===== config.mk =====
export PLATFORM = sky130hd
export DESIGN_NAME = umd_rx_ctrl
export DESIGN_NICKNAME = d
export VERILOG_FILES = /design/src/umd_pkg.sv /design/src/umd_rx_ctrl.sv
export SDC_FILE = /design/constraint.sdc
export NUM_CORES = 2
export LEC_CHECK = 0
export BUFFER_PORTS_ARGS = -buffer_cell sky130_fd_sc_hd__buf_4
export CAP_MARGIN = 20
export CORE_MARGIN = 2
export CORE_UTILIZATION = 35
export CTS_CLUSTER_DIAMETER = 30
export DETAILED_ROUTE_END_ITERATION = 8
export HOLD_SLACK_MARGIN = 0.03
export PLACE_DENSITY = 0.45
export SYNTH_ARGS = -nofsm -noshare
export SYNTH_HDL_FRONTEND = slang
export SYNTH_SLANG_ARGS = --single-unit

===== constraint.sdc =====
create_clock -name clk -period 5.7 [get_ports clk]
set_clock_uncertainty 0.1 [all_clocks]
set_input_delay 1.14 -clock clk [delete_from_list [all_inputs] [get_ports clk]]
set_output_delay 1.14 -clock clk [all_outputs]
set_load 0.01 [all_outputs]

===== src/umd_pkg.sv =====
package umd_pkg;

  // ****************************************
  // Register offsets
  // ****************************************
  localparam logic [3:0] UMD_OFS_RHR = 4'h0;  // Read pops, divisor low when latch open
  localparam logic [3:0] UMD_OFS_IMASK = 4'h1;  // Divisor high when latch open
  localparam logic [3:0] UMD_OFS_FCR = 4'h2;  // Fraction and mode when latch open
  localparam logic [3:0] UMD_OFS_LCR = 4'h3;
  localparam logic [3:0] UMD_OFS_MSR = 4'h4;
  localparam logic [3:0] UMD_OFS_LSR = 4'h5;
  localparam logic [3:0] UMD_OFS_EFR = 4'h6;
  localparam logic [3:0] UMD_OFS_SLAVE = 4'h7;
  localparam logic [3:0] UMD_OFS_TRIG = 4'h8;
  localparam logic [3:0] UMD_OFS_EVT = 4'h9;  // Event flags, read clears Xoff flag only
  localparam logic [3:0] UMD_OFS_XOFF1 = 4'hA;

  // ****************************************
  // Field positions
  // ****************************************
  localparam int UMD_LCR_DLAB = 7;
  localparam int UMD_FRAC_POL = 7;
  localparam int UMD_FRAC_MDROP = 6;
  localparam int UMD_FRAC_XPAR = 5;
  localparam int UMD_FRAC_FIR = 4;
  localparam int UMD_EFR_SCD = 5;
  localparam int UMD_EFR_ENH = 4;
  localparam int UMD_MSR_RXDIS = 2;
  localparam int UMD_FCR_EN = 0;
  localparam int UMD_IM_RX = 0;
  localparam int UMD_IM_LS = 2;
  localparam int UMD_IM_MS = 3;
  localparam int UMD_IM_XOFF = 5;
  localparam int UMD_IM_RTS = 6;
  localparam int UMD_IM_CTS = 7;

  // ****************************************
  // Reset values and constants
  // ****************************************
  localparam logic [7:0] UMD_RST_BYTE = 8'h00;
  localparam logic [7:0] UMD_RST_TRIG = 8'h01;
  localparam logic [7:0] UMD_IM_EFR_MASK = 8'hE0;  // Enable bits needing enhanced mode
  localparam logic [7:0] UMD_IM_RSVD = 8'h10;
  localparam int UMD_DEPTH = 256;
  localparam int UMD_AW = 8;
  localparam logic [8:0] UMD_CNT_ONE = 9'h001;
  localparam logic [8:0] UMD_CNT_FULL = 9'h100;
  localparam logic [3:0] UMD_IR_SLOW = 4'h3;  // Sixteenths of a bit
  localparam logic [3:0] UMD_IR_FAST = 4'h4;

  // Character leaving the receive shift register
  typedef struct packed {
    logic brk;
    logic ferr;
    logic par;
    logic [7:0] data;
  } umd_rx_char_t;

  // Receive FIFO entry
  typedef struct packed {
    logic brk;
    logic ferr;
    logic perr;
    logic [7:0] data;
  } umd_fifo_ent_t;

  // Divisor and fraction settings to the baud generator
  typedef struct packed {
    logic [7:0] high;
    logic [7:0] low;
    logic [3:0] frac;
  } umd_baud_cfg_t;

  // Interrupt requests, each already masked
  typedef struct packed {
    logic line_status;
    logic rx_ready;
    logic modem;
    logic xoff;
    logic rts;
    logic cts;
  } umd_irq_t;

endpackage


===== src/umd_rx_ctrl.sv =====
// Implementation choices: the placing of the registers and the address-and-strobe port.
`timescale 1ns/1ps
// Operation
// - Multidrop on, special detect off: normal multidrop
// - Disabled receiver drops data until software clears the disable bit
// - Address byte flags parity error, interrupts, queued
// - Enabled: accept data, interrupt each address
// - Multidrop on, special detect on: auto address
// - Auto mode compares addresses, discards when unselected
// - Match enables receiver, queues address, interrupts
// - Mismatch while selected disables receiver
// - Divisor registers reachable only with latch bit
// - Polarity bit sets direction output level
// - Parity-errored flow characters optionally ignored
// - IR pulse three sixteenths or quarter bit
// - Receive interrupt follows FIFO trigger level
// - Data ready sets on push, clears empty
// - FIFO on, low enables clear: polled mode
// - Line status bits report overrun, errors, empties
// - Mask bit 7: interrupt on CTS rising
// - Mask bit 6: interrupt on RTS rising
// - Mask bit 5: Xoff interrupt, bit 4 reserved
// - Mask bit 3: modem delta interrupt
module umd_rx_ctrl
  import umd_pkg::*;
(
  input wire logic clk,
  input wire logic rst,
  input wire logic ce,
  input wire logic [3:0] addr,
  input wire logic [7:0] wdata,
  input wire logic wr,
  input wire logic rd,
  output logic [7:0] rdata,
  input wire logic rx_valid,
  input wire umd_rx_char_t rx_char,
  input wire logic thr_empty,
  input wire logic tsr_empty,
  input wire logic tx_active,
  input wire logic cts_n,
  input wire logic rts_n,
  input wire logic [3:0] modem_delta,
  output umd_baud_cfg_t baud_cfg,
  output logic rs485_dir,
  output logic [3:0] ir_pulse_16ths,
  output logic xoff_event,
  output logic polled_mode,
  output umd_irq_t irq
);

  // ****************************************
  // Helpers
  // ****************************************
  function automatic logic [UMD_AW-1:0] ptr_inc(input logic [UMD_AW-1:0] p);
    ptr_inc = p + {{(UMD_AW-1){1'b0}}, 1'b1};
  endfunction

  function automatic logic ent_bad(input umd_fifo_ent_t e);
    ent_bad = e.brk | e.ferr | e.perr;
  endfunction

  logic [7:0] div_low_q, div_high_q, frac_q, imask_q, lcr_q, efr_q;
  logic [7:0] slave_q, trig_q, xoff1_q;
  logic fifo_en_q, rx_dis_q, overrun_q, ls_flag_q, xoff_flag_q;
  logic cts_flag_q, rts_flag_q;
  logic [3:0] delta_q;
  logic [2:0] cts_sync_q;
  logic cts_prev_q, rts_prev_q;
  umd_fifo_ent_t mem_q [UMD_DEPTH];
  logic [UMD_AW-1:0] wptr_q, rptr_q;
  logic [8:0] count_q, err_cnt_q;
  logic [8:0] cap;
  logic dlab, mdrop, auto_mode, norm_mode, is_addr, match;
  logic push, pop, full, empty, head_bad_next;
  logic wr_fire, rd_fire, rd_lsr, rd_msr, rd_evt;
  logic rx_dis_set, rx_dis_clr;
  umd_fifo_ent_t new_ent, head;

  // ****************************************
  // Decode
  // ****************************************
  // Strobes frozen with clock enable
  assign wr_fire = ce & wr;
  assign rd_fire = ce & rd;
  assign dlab = lcr_q[UMD_LCR_DLAB];
  assign rd_lsr = rd_fire & (addr == UMD_OFS_LSR);
  assign rd_msr = rd_fire & (addr == UMD_OFS_MSR);
  assign rd_evt = rd_fire & (addr == UMD_OFS_EVT);
  assign pop = rd_fire & (addr == UMD_OFS_RHR) & ~dlab & ~empty;

  // Mode selection
  assign mdrop = frac_q[UMD_FRAC_MDROP];
  assign norm_mode = mdrop & ~efr_q[UMD_EFR_SCD];
  assign auto_mode = mdrop & efr_q[UMD_EFR_SCD];
  assign is_addr = rx_char.par;
  assign match = is_addr & (rx_char.data == slave_q);

  // ****************************************
  // Receive acceptance
  // ****************************************
  // Push decision per mode
  always_comb begin
    push = 1'b0;
    rx_dis_set = 1'b0;
    rx_dis_clr = 1'b0;
    new_ent.data = rx_char.data;
    new_ent.brk = rx_char.brk;
    new_ent.ferr = rx_char.ferr;
    new_ent.perr = rx_char.par;
    if (rx_valid & ce) begin
      if (norm_mode) begin
        push = is_addr | ~rx_dis_q;
      end else if (auto_mode) begin
        if (match) begin
          push = 1'b1;
          rx_dis_clr = 1'b1;
        end else if (is_addr) begin
          rx_dis_set = 1'b1;
        end else begin
          push = ~rx_dis_q;
        end
      end else begin
        push = 1'b1;
      end
    end
  end

  // ****************************************
  // Receive FIFO
  // ****************************************
  // One entry deep with FIFO off
  assign cap = fifo_en_q ? UMD_CNT_FULL : UMD_CNT_ONE;
  assign full = (count_q >= cap);
  assign empty = (count_q == '0);
  assign head = mem_q[rptr_q];
  assign head_bad_next = (count_q > UMD_CNT_ONE) & ent_bad(mem_q[ptr_inc(rptr_q)]);

  // Storage
  always_ff @(posedge clk) begin
    if (push & ~full) begin
      mem_q[wptr_q] <= new_ent;
    end
  end

  // Pointers and counts
  always_ff @(posedge clk) begin
    if (rst) begin
      wptr_q <= '0;
      rptr_q <= '0;
      count_q <= '0;
      err_cnt_q <= '0;
    end else if (wr_fire & ~dlab & (addr == UMD_OFS_FCR) & wdata[1]) begin
      // Receive FIFO reset
      wptr_q <= '0;
      rptr_q <= '0;
      count_q <= '0;
      err_cnt_q <= '0;
    end else begin
      if (push & ~full) begin
        wptr_q <= ptr_inc(wptr_q);
      end
      if (pop) begin
        rptr_q <= ptr_inc(rptr_q);
      end
      count_q <= count_q + {8'h00, push & ~full} - {8'h00, pop};
      err_cnt_q <= err_cnt_q + {8'h00, push & ~full & ent_bad(new_ent)}
                 - {8'h00, pop & ent_bad(head)};
    end
  end

  // ****************************************
  // Line status events
  // ****************************************
  // Overrun, sticky until line status read
  always_ff @(posedge clk) begin
    if (rst) begin
      overrun_q <= 1'b0;
    end else if (push & full) begin
      overrun_q <= 1'b1;
    end else if (rd_lsr) begin
      overrun_q <= 1'b0;
    end
  end

  // Line status interrupt flag
  always_ff @(posedge clk) begin
    if (rst) begin
      ls_flag_q <= 1'b0;
    end else if ((push & (full | ent_bad(new_ent))) | (pop & head_bad_next)) begin
      ls_flag_q <= 1'b1;
    end else if (rd_lsr) begin
      ls_flag_q <= 1'b0;
    end
  end

  always_ff @(posedge clk) begin
    if (rst) begin
      rx_dis_q <= 1'b0;
    end else if (rx_dis_set) begin
      rx_dis_q <= 1'b1;
    end else if (rx_dis_clr) begin
      rx_dis_q <= 1'b0;
    end else if (wr_fire & (addr == UMD_OFS_MSR)) begin
      rx_dis_q <= wdata[UMD_MSR_RXDIS];
    end
  end

  // ****************************************
  // Modem and flow events
  // ****************************************
  // CTS pin synchroniser
  always_ff @(posedge clk) begin
    if (rst) begin
      cts_sync_q <= 3'h7;
      cts_prev_q <= 1'b1;
      rts_prev_q <= 1'b1;
    end else if (ce) begin
      cts_sync_q <= {cts_sync_q[1:0], cts_n};
      if (cts_sync_q[1] == cts_sync_q[2]) begin
        cts_prev_q <= cts_sync_q[2];
      end
      rts_prev_q <= rts_n;
    end
  end

  // Sticky modem flags, read of modem status clears
  always_ff @(posedge clk) begin
    if (rst) begin
      delta_q <= '0;
      cts_flag_q <= 1'b0;
      rts_flag_q <= 1'b0;
    end else if (ce) begin
      delta_q <= (rd_msr ? 4'h0 : delta_q) | modem_delta;
      cts_flag_q <= (cts_flag_q & ~rd_msr)
                  | (~cts_prev_q & (cts_sync_q[1] == cts_sync_q[2]) & cts_sync_q[2]);
      rts_flag_q <= (rts_flag_q & ~rd_msr) | (~rts_prev_q & rts_n);
    end
  end

  assign xoff_event = rx_valid & ce & (rx_char.data == xoff1_q)
                    & ~(frac_q[UMD_FRAC_XPAR] & rx_char.par);

  // Xoff flag, event read clears
  always_ff @(posedge clk) begin
    if (rst) begin
      xoff_flag_q <= 1'b0;
    end else if (xoff_event) begin
      xoff_flag_q <= 1'b1;
    end else if (rd_evt) begin
      xoff_flag_q <= 1'b0;
    end
  end

  // ****************************************
  // Configuration registers
  // ****************************************
  // Software writes
  always_ff @(posedge clk) begin
    if (rst) begin
      div_low_q <= UMD_RST_BYTE;
      div_high_q <= UMD_RST_BYTE;
      frac_q <= UMD_RST_BYTE;
      imask_q <= UMD_RST_BYTE;
      lcr_q <= UMD_RST_BYTE;
      efr_q <= UMD_RST_BYTE;
      slave_q <= UMD_RST_BYTE;
      trig_q <= UMD_RST_TRIG;
      xoff1_q <= UMD_RST_BYTE;
      fifo_en_q <= 1'b0;
    end else if (wr_fire) begin
      unique case (addr)
        UMD_OFS_RHR: begin
          if (dlab) begin
            div_low_q <= wdata;
          end
        end
        UMD_OFS_IMASK: begin
          if (dlab) begin
            div_high_q <= wdata;
          end else if (efr_q[UMD_EFR_ENH]) begin
            imask_q <= wdata & ~UMD_IM_RSVD;
          end else begin
            imask_q <= {imask_q[7:5], 1'b0, wdata[3:0]};
          end
        end
        UMD_OFS_FCR: begin
          if (dlab) begin
            frac_q <= wdata;
          end else begin
            fifo_en_q <= wdata[UMD_FCR_EN];
          end
        end
        UMD_OFS_LCR: lcr_q <= wdata;
        UMD_OFS_EFR: efr_q <= wdata;
        UMD_OFS_SLAVE: slave_q <= wdata;
        UMD_OFS_TRIG: trig_q <= wdata;
        UMD_OFS_XOFF1: xoff1_q <= wdata;
        default: ;
      endcase
    end
  end

  // ****************************************
  // Read port
  // ****************************************
  // Read data valid the cycle after the strobe only
  always_ff @(posedge clk) begin
    if (rst) begin
      rdata <= UMD_RST_BYTE;
    end else if (rd_fire) begin
      unique case (addr)
        UMD_OFS_RHR: rdata <= dlab ? div_low_q : head.data;
        UMD_OFS_IMASK: rdata <= dlab ? div_high_q : imask_q;
        UMD_OFS_FCR: rdata <= dlab ? frac_q : {7'h00, fifo_en_q};
        UMD_OFS_LCR: rdata <= lcr_q;
        UMD_OFS_MSR: rdata <= {3'h0, rx_dis_q, delta_q};
        UMD_OFS_LSR: rdata <= {err_cnt_q != '0, tsr_empty & thr_empty, thr_empty,
                              ~empty & head.brk, ~empty & head.ferr,
                              ~empty & head.perr, overrun_q, ~empty};
        UMD_OFS_EFR: rdata <= efr_q;
        UMD_OFS_SLAVE: rdata <= slave_q;
        UMD_OFS_TRIG: rdata <= trig_q;
        UMD_OFS_EVT: rdata <= {4'h0, cts_flag_q, rts_flag_q, xoff_flag_q, ls_flag_q};
        UMD_OFS_XOFF1: rdata <= xoff1_q;
        default: rdata <= UMD_RST_BYTE;
      endcase
    end else if (ce) begin
      rdata <= UMD_RST_BYTE;
    end
  end

  // ****************************************
  // Outputs
  // ****************************************
  assign baud_cfg.high = div_high_q;
  assign baud_cfg.low = div_low_q;
  assign baud_cfg.frac = frac_q[3:0];
  assign rs485_dir = tx_active ^ frac_q[UMD_FRAC_POL];
  assign ir_pulse_16ths = frac_q[UMD_FRAC_FIR] ? UMD_IR_FAST : UMD_IR_SLOW;
  assign polled_mode = fifo_en_q & (imask_q[3:0] == 4'h0);

  // Masked interrupt requests
  always_comb begin
    irq.line_status = imask_q[UMD_IM_LS] & ls_flag_q;
    irq.rx_ready = imask_q[UMD_IM_RX]
                 & (fifo_en_q ? (count_q >= {1'b0, trig_q}) : ~empty);
    irq.modem = imask_q[UMD_IM_MS] & (delta_q != 4'h0);
    irq.xoff = imask_q[UMD_IM_XOFF] & efr_q[UMD_EFR_ENH] & xoff_flag_q;
    irq.rts = imask_q[UMD_IM_RTS] & efr_q[UMD_EFR_ENH] & rts_flag_q;
    irq.cts = imask_q[UMD_IM_CTS] & efr_q[UMD_EFR_ENH] & cts_flag_q;
  end

endmodule


==> flow_summary.yaml <==
status:
  outcome: "completed"
floorplanning:
  row_count: 214
  ioPinCount: 79
  dieArea_um2: 347000
  die_h_um: 589
  initial_core_util_pct: 35.2
  core_um2: 340000
  die_x_um: 589
global_route:
  grt_pass1_wl_mm: 591
  grt_pass1_vias: 71779
  grt-ovfl-total: 0
  grt_max_degree: 130
  grtUsageTotal_pct: 24.4
  antenna_found_initial: 29
place:
  dp_hpwl_mm: 285
  io_buffers: 77
  dpl_cell_area_um2: 129000
  gp_congestion: 0.960
clock_network:
  clock_latency_ns: 1.06
  ctsHoldBuffers: 0
  cts_made_buffers: 641
  cts.path.max_buffers: 4
  cts-htree-levels: 6
  clkSinkCount: 2953
  path_clk_slew_ns: 0.04
  cts_tree: "built"
  clockRootBuffer: "clkbuf_16"
sta:
  slew_violations: 0
  fmax_mhz: 182
  post-route-min-period_ns: 5.51
  hold_ws_ns: 0.223
  worstMarginPinSlew_ns: 1.16
  relSlewSlack_pct: 22.2
  setup-violations-final: 0
  fin_crit_sh_pct: 96.6
  final_hold_viol_count: 0
synthesis:
  synthMuxAreaShare_pct: 15.1
  synth_top_flop_cell: "edfxtp_1"
  synth_area_leader_cell: "edfxtp_1"
  yosys.area_share.simple_pct: 4.43
  ys.warnings.count: 0
  ys_types: 96
  syn_area_per_cell_um2: 18.9
  synth_top_family_by_area: "multiplexers"
  async_flop_share_pct: 0
  synth_seq_area_share_pct: 72.9
  synth_top_area_share_pct: 70.6
  synthCells: 6337
  ys_top_cells_by_area: "edfxtp_1, mux4_2, dfxtp_1, mux2i_1, nor2_1"
  syn_nets: 6423
  synth_compound_area_share_pct: 4.46
  synth_xor_xnor_area_share_pct: 0.393
  yosys_register_bits: 2953
  syn_area_um2: 120000
  synth_edf_count: 2816
  synthAdderAreaFrac_pct: 0.514
final_layout:
  top_register: "mem_q"
  largest_register_ffs: 2816
  syn2layout_area_growth_pct: 26.7
  drive_gt1_share_pct: 31.5
  nets: 7400
  top_regs: "mem_q x2816, count_q x9, err_cnt_q x9"
  nFillCells: 29457
  final_area_um2: 152000
setup_path:
  worstSetupPathType: "flip-flop to flip-flop"
  critPathArrivalTime_ns: 6.36
  crit_required_ns: 6.55
  endpoint_kind: "flip-flop"
  worstPathMaxFanout: 11
  critPathLaunchType: "flip-flop"
detailed_routing:
  route.detailed.drc: 0
  viasPerCell: 5.69
  wire_per_inst_um: 34.7
  ant_nets: 0
  drt_iter0_markers: 8900
  firstDrtPassIters: 6
  vias: 70556
  wl_mm: 431
power:
  powerDensity_nw_per_um2: 416
  p_leak_nw: 48.6
  vdd_drop_max_uv: 360
  totalPowerFinal_mw: 63.2
hold_path:
  hp-class: "input port to flip-flop"
job:
  cap_violations: 0
## synthesized netlist by cell type (all sizes together), types with 12 or more instances
cell type  number
a2111oi        31
a211oi         65
a21oi         180
a221oi         26
a22o           30
a22oi         116
a31oi          23
and2           17
and3           12
buf           264
clkbuf        130
dfxtp         137
edfxtp       2816
ha             46
inv            56
mux2i         222
mux4          697
nand2         165
nand2b         15
nand3          46
nand4          24
nor2          481
nor2b          37
nor3          190
nor4          100
o21ai          53
o221ai         26
o22ai          95
or3            14
xnor2          22
xor2           30
## kinds of logic (layout without fill, tap and decap cells)
group	count (synthesis)	after routing
simple gates	1140	1140
xor+xnor	52	52
buf+inv	451	1964
compound gates	764	764
mux	928	928
fa+ha+maj	48	48
flops	2953	2953
other cells	1	13
## what timing repair did
action,CTS,global route
buffers inserted,0,15
resized for setup,6,26
setup endpoints to repair,4,3
cloned,0,3
pin swaps,0,7
## worst paths after layout
kind	start	to	slack, ns	cells past startpoint
worst min register to register	cts_sync_q[0]$_SDFFE_PP1P_	cts_sync_q[1]$_SDFFE_PP1P_	0.36	1
worst max-delay path	flip-flop	err_cnt_q[8]$_SDFF_PP0_	0.19	23
worst max register to register	flip-flop	err_cnt_q[8]$_SDFF_PP0_	0.19	23
worst min-delay path	rts_n	rts_prev_q$_SDFFE_PP1P_	0.22	3
## layout by cell type (no fill, tap or decap), drive strengths merged, types with 116 or more instances in the layout
| cell | Yosys | layout |
|---|---|---|
| clkbuf | 130 | 751 |
| edfxtp | 2816 | 2816 |
| nor2 | 481 | 481 |
| mux4 | 697 | 697 |
| a21oi | 180 | 180 |
| clkinv | 1 | 269 |
| nand2 | 165 | 165 |
| dfxtp | 137 | 137 |
| nor3 | 190 | 190 |
| buf | 264 | 721 |
| mux2i | 222 | 222 |
| a22oi | 116 | 116 |
## power breakdown
part           total [mW]  switching [mW]  internal [mW]
Clock                37.6            12.4           25.2
Combinational        1.63            1.07          0.557
Sequential           23.9          0.0589           23.9
Total                63.2            13.5           49.7
## per-layer routing
metal	up-vias	track usage [%]	wire length [um]
met3	749	5.55	35700
met2	3547	37.9	197000
met4	6	10.0	18400
li1	28478	-	-
met5	-	0.534	300
met1	37776	33.3	179000
## worst max-delay path, stage by stage (launching register included)
cell and delay [ns]:
dfxtp_4 0.39, buf_12 0.14, buf_4 0.23, mux4_2 0.54, o22ai_1 0.25, nor3_1 0.12, o41a_1 0.58, buf_4 0.21
o211ai_1 0.32, a31oi_4 0.25, buf_4 0.21, ha_1 0.26, inv_1 0.06, ha_1 0.16, inv_1 0.06, fa_1 0.40
nand2b_1 0.17, a21oi_2 0.16, o21ai_1 0.08, a21oi_1 0.19, o21ai_1 0.11, a21oi_2 0.15, o21ai_0 0.09, a21oi_1 0.16
## through the flow
step / cells / utilization, % / worst slack [ns] / TNS, ns
floorplan: 6337 / - / 1.00 / 0
global placement: 11187 / 38.0 / -0.679 / -1.22
detailed placement: 11189 / 38.0 / -0.547 / -0.988
CTS: 12368 / 44.5 / 0.00642 / 0
global route: 12388 / 44.6 / -0.0358 / -0.0358
finish: 12398 / 44.6 / 0.194 / 0
## final cells by class
class / instances / area [um^2] / area share [%]
clock buffer: 744 / 16600 / 11.0
antenna: 12 / 30.0 / 0.0198
sequential: 2953 / 87300 / 57.6
tap: 4536 / 5680 / 3.74
multi-input combinational: 2933 / 30100 / 19.8
inverter: 57 / 220 / 0.145
timing repair buffer: 728 / 6160 / 4.06
clock inverter: 435 / 5630 / 3.71
(Power assumes the default switching activity.)
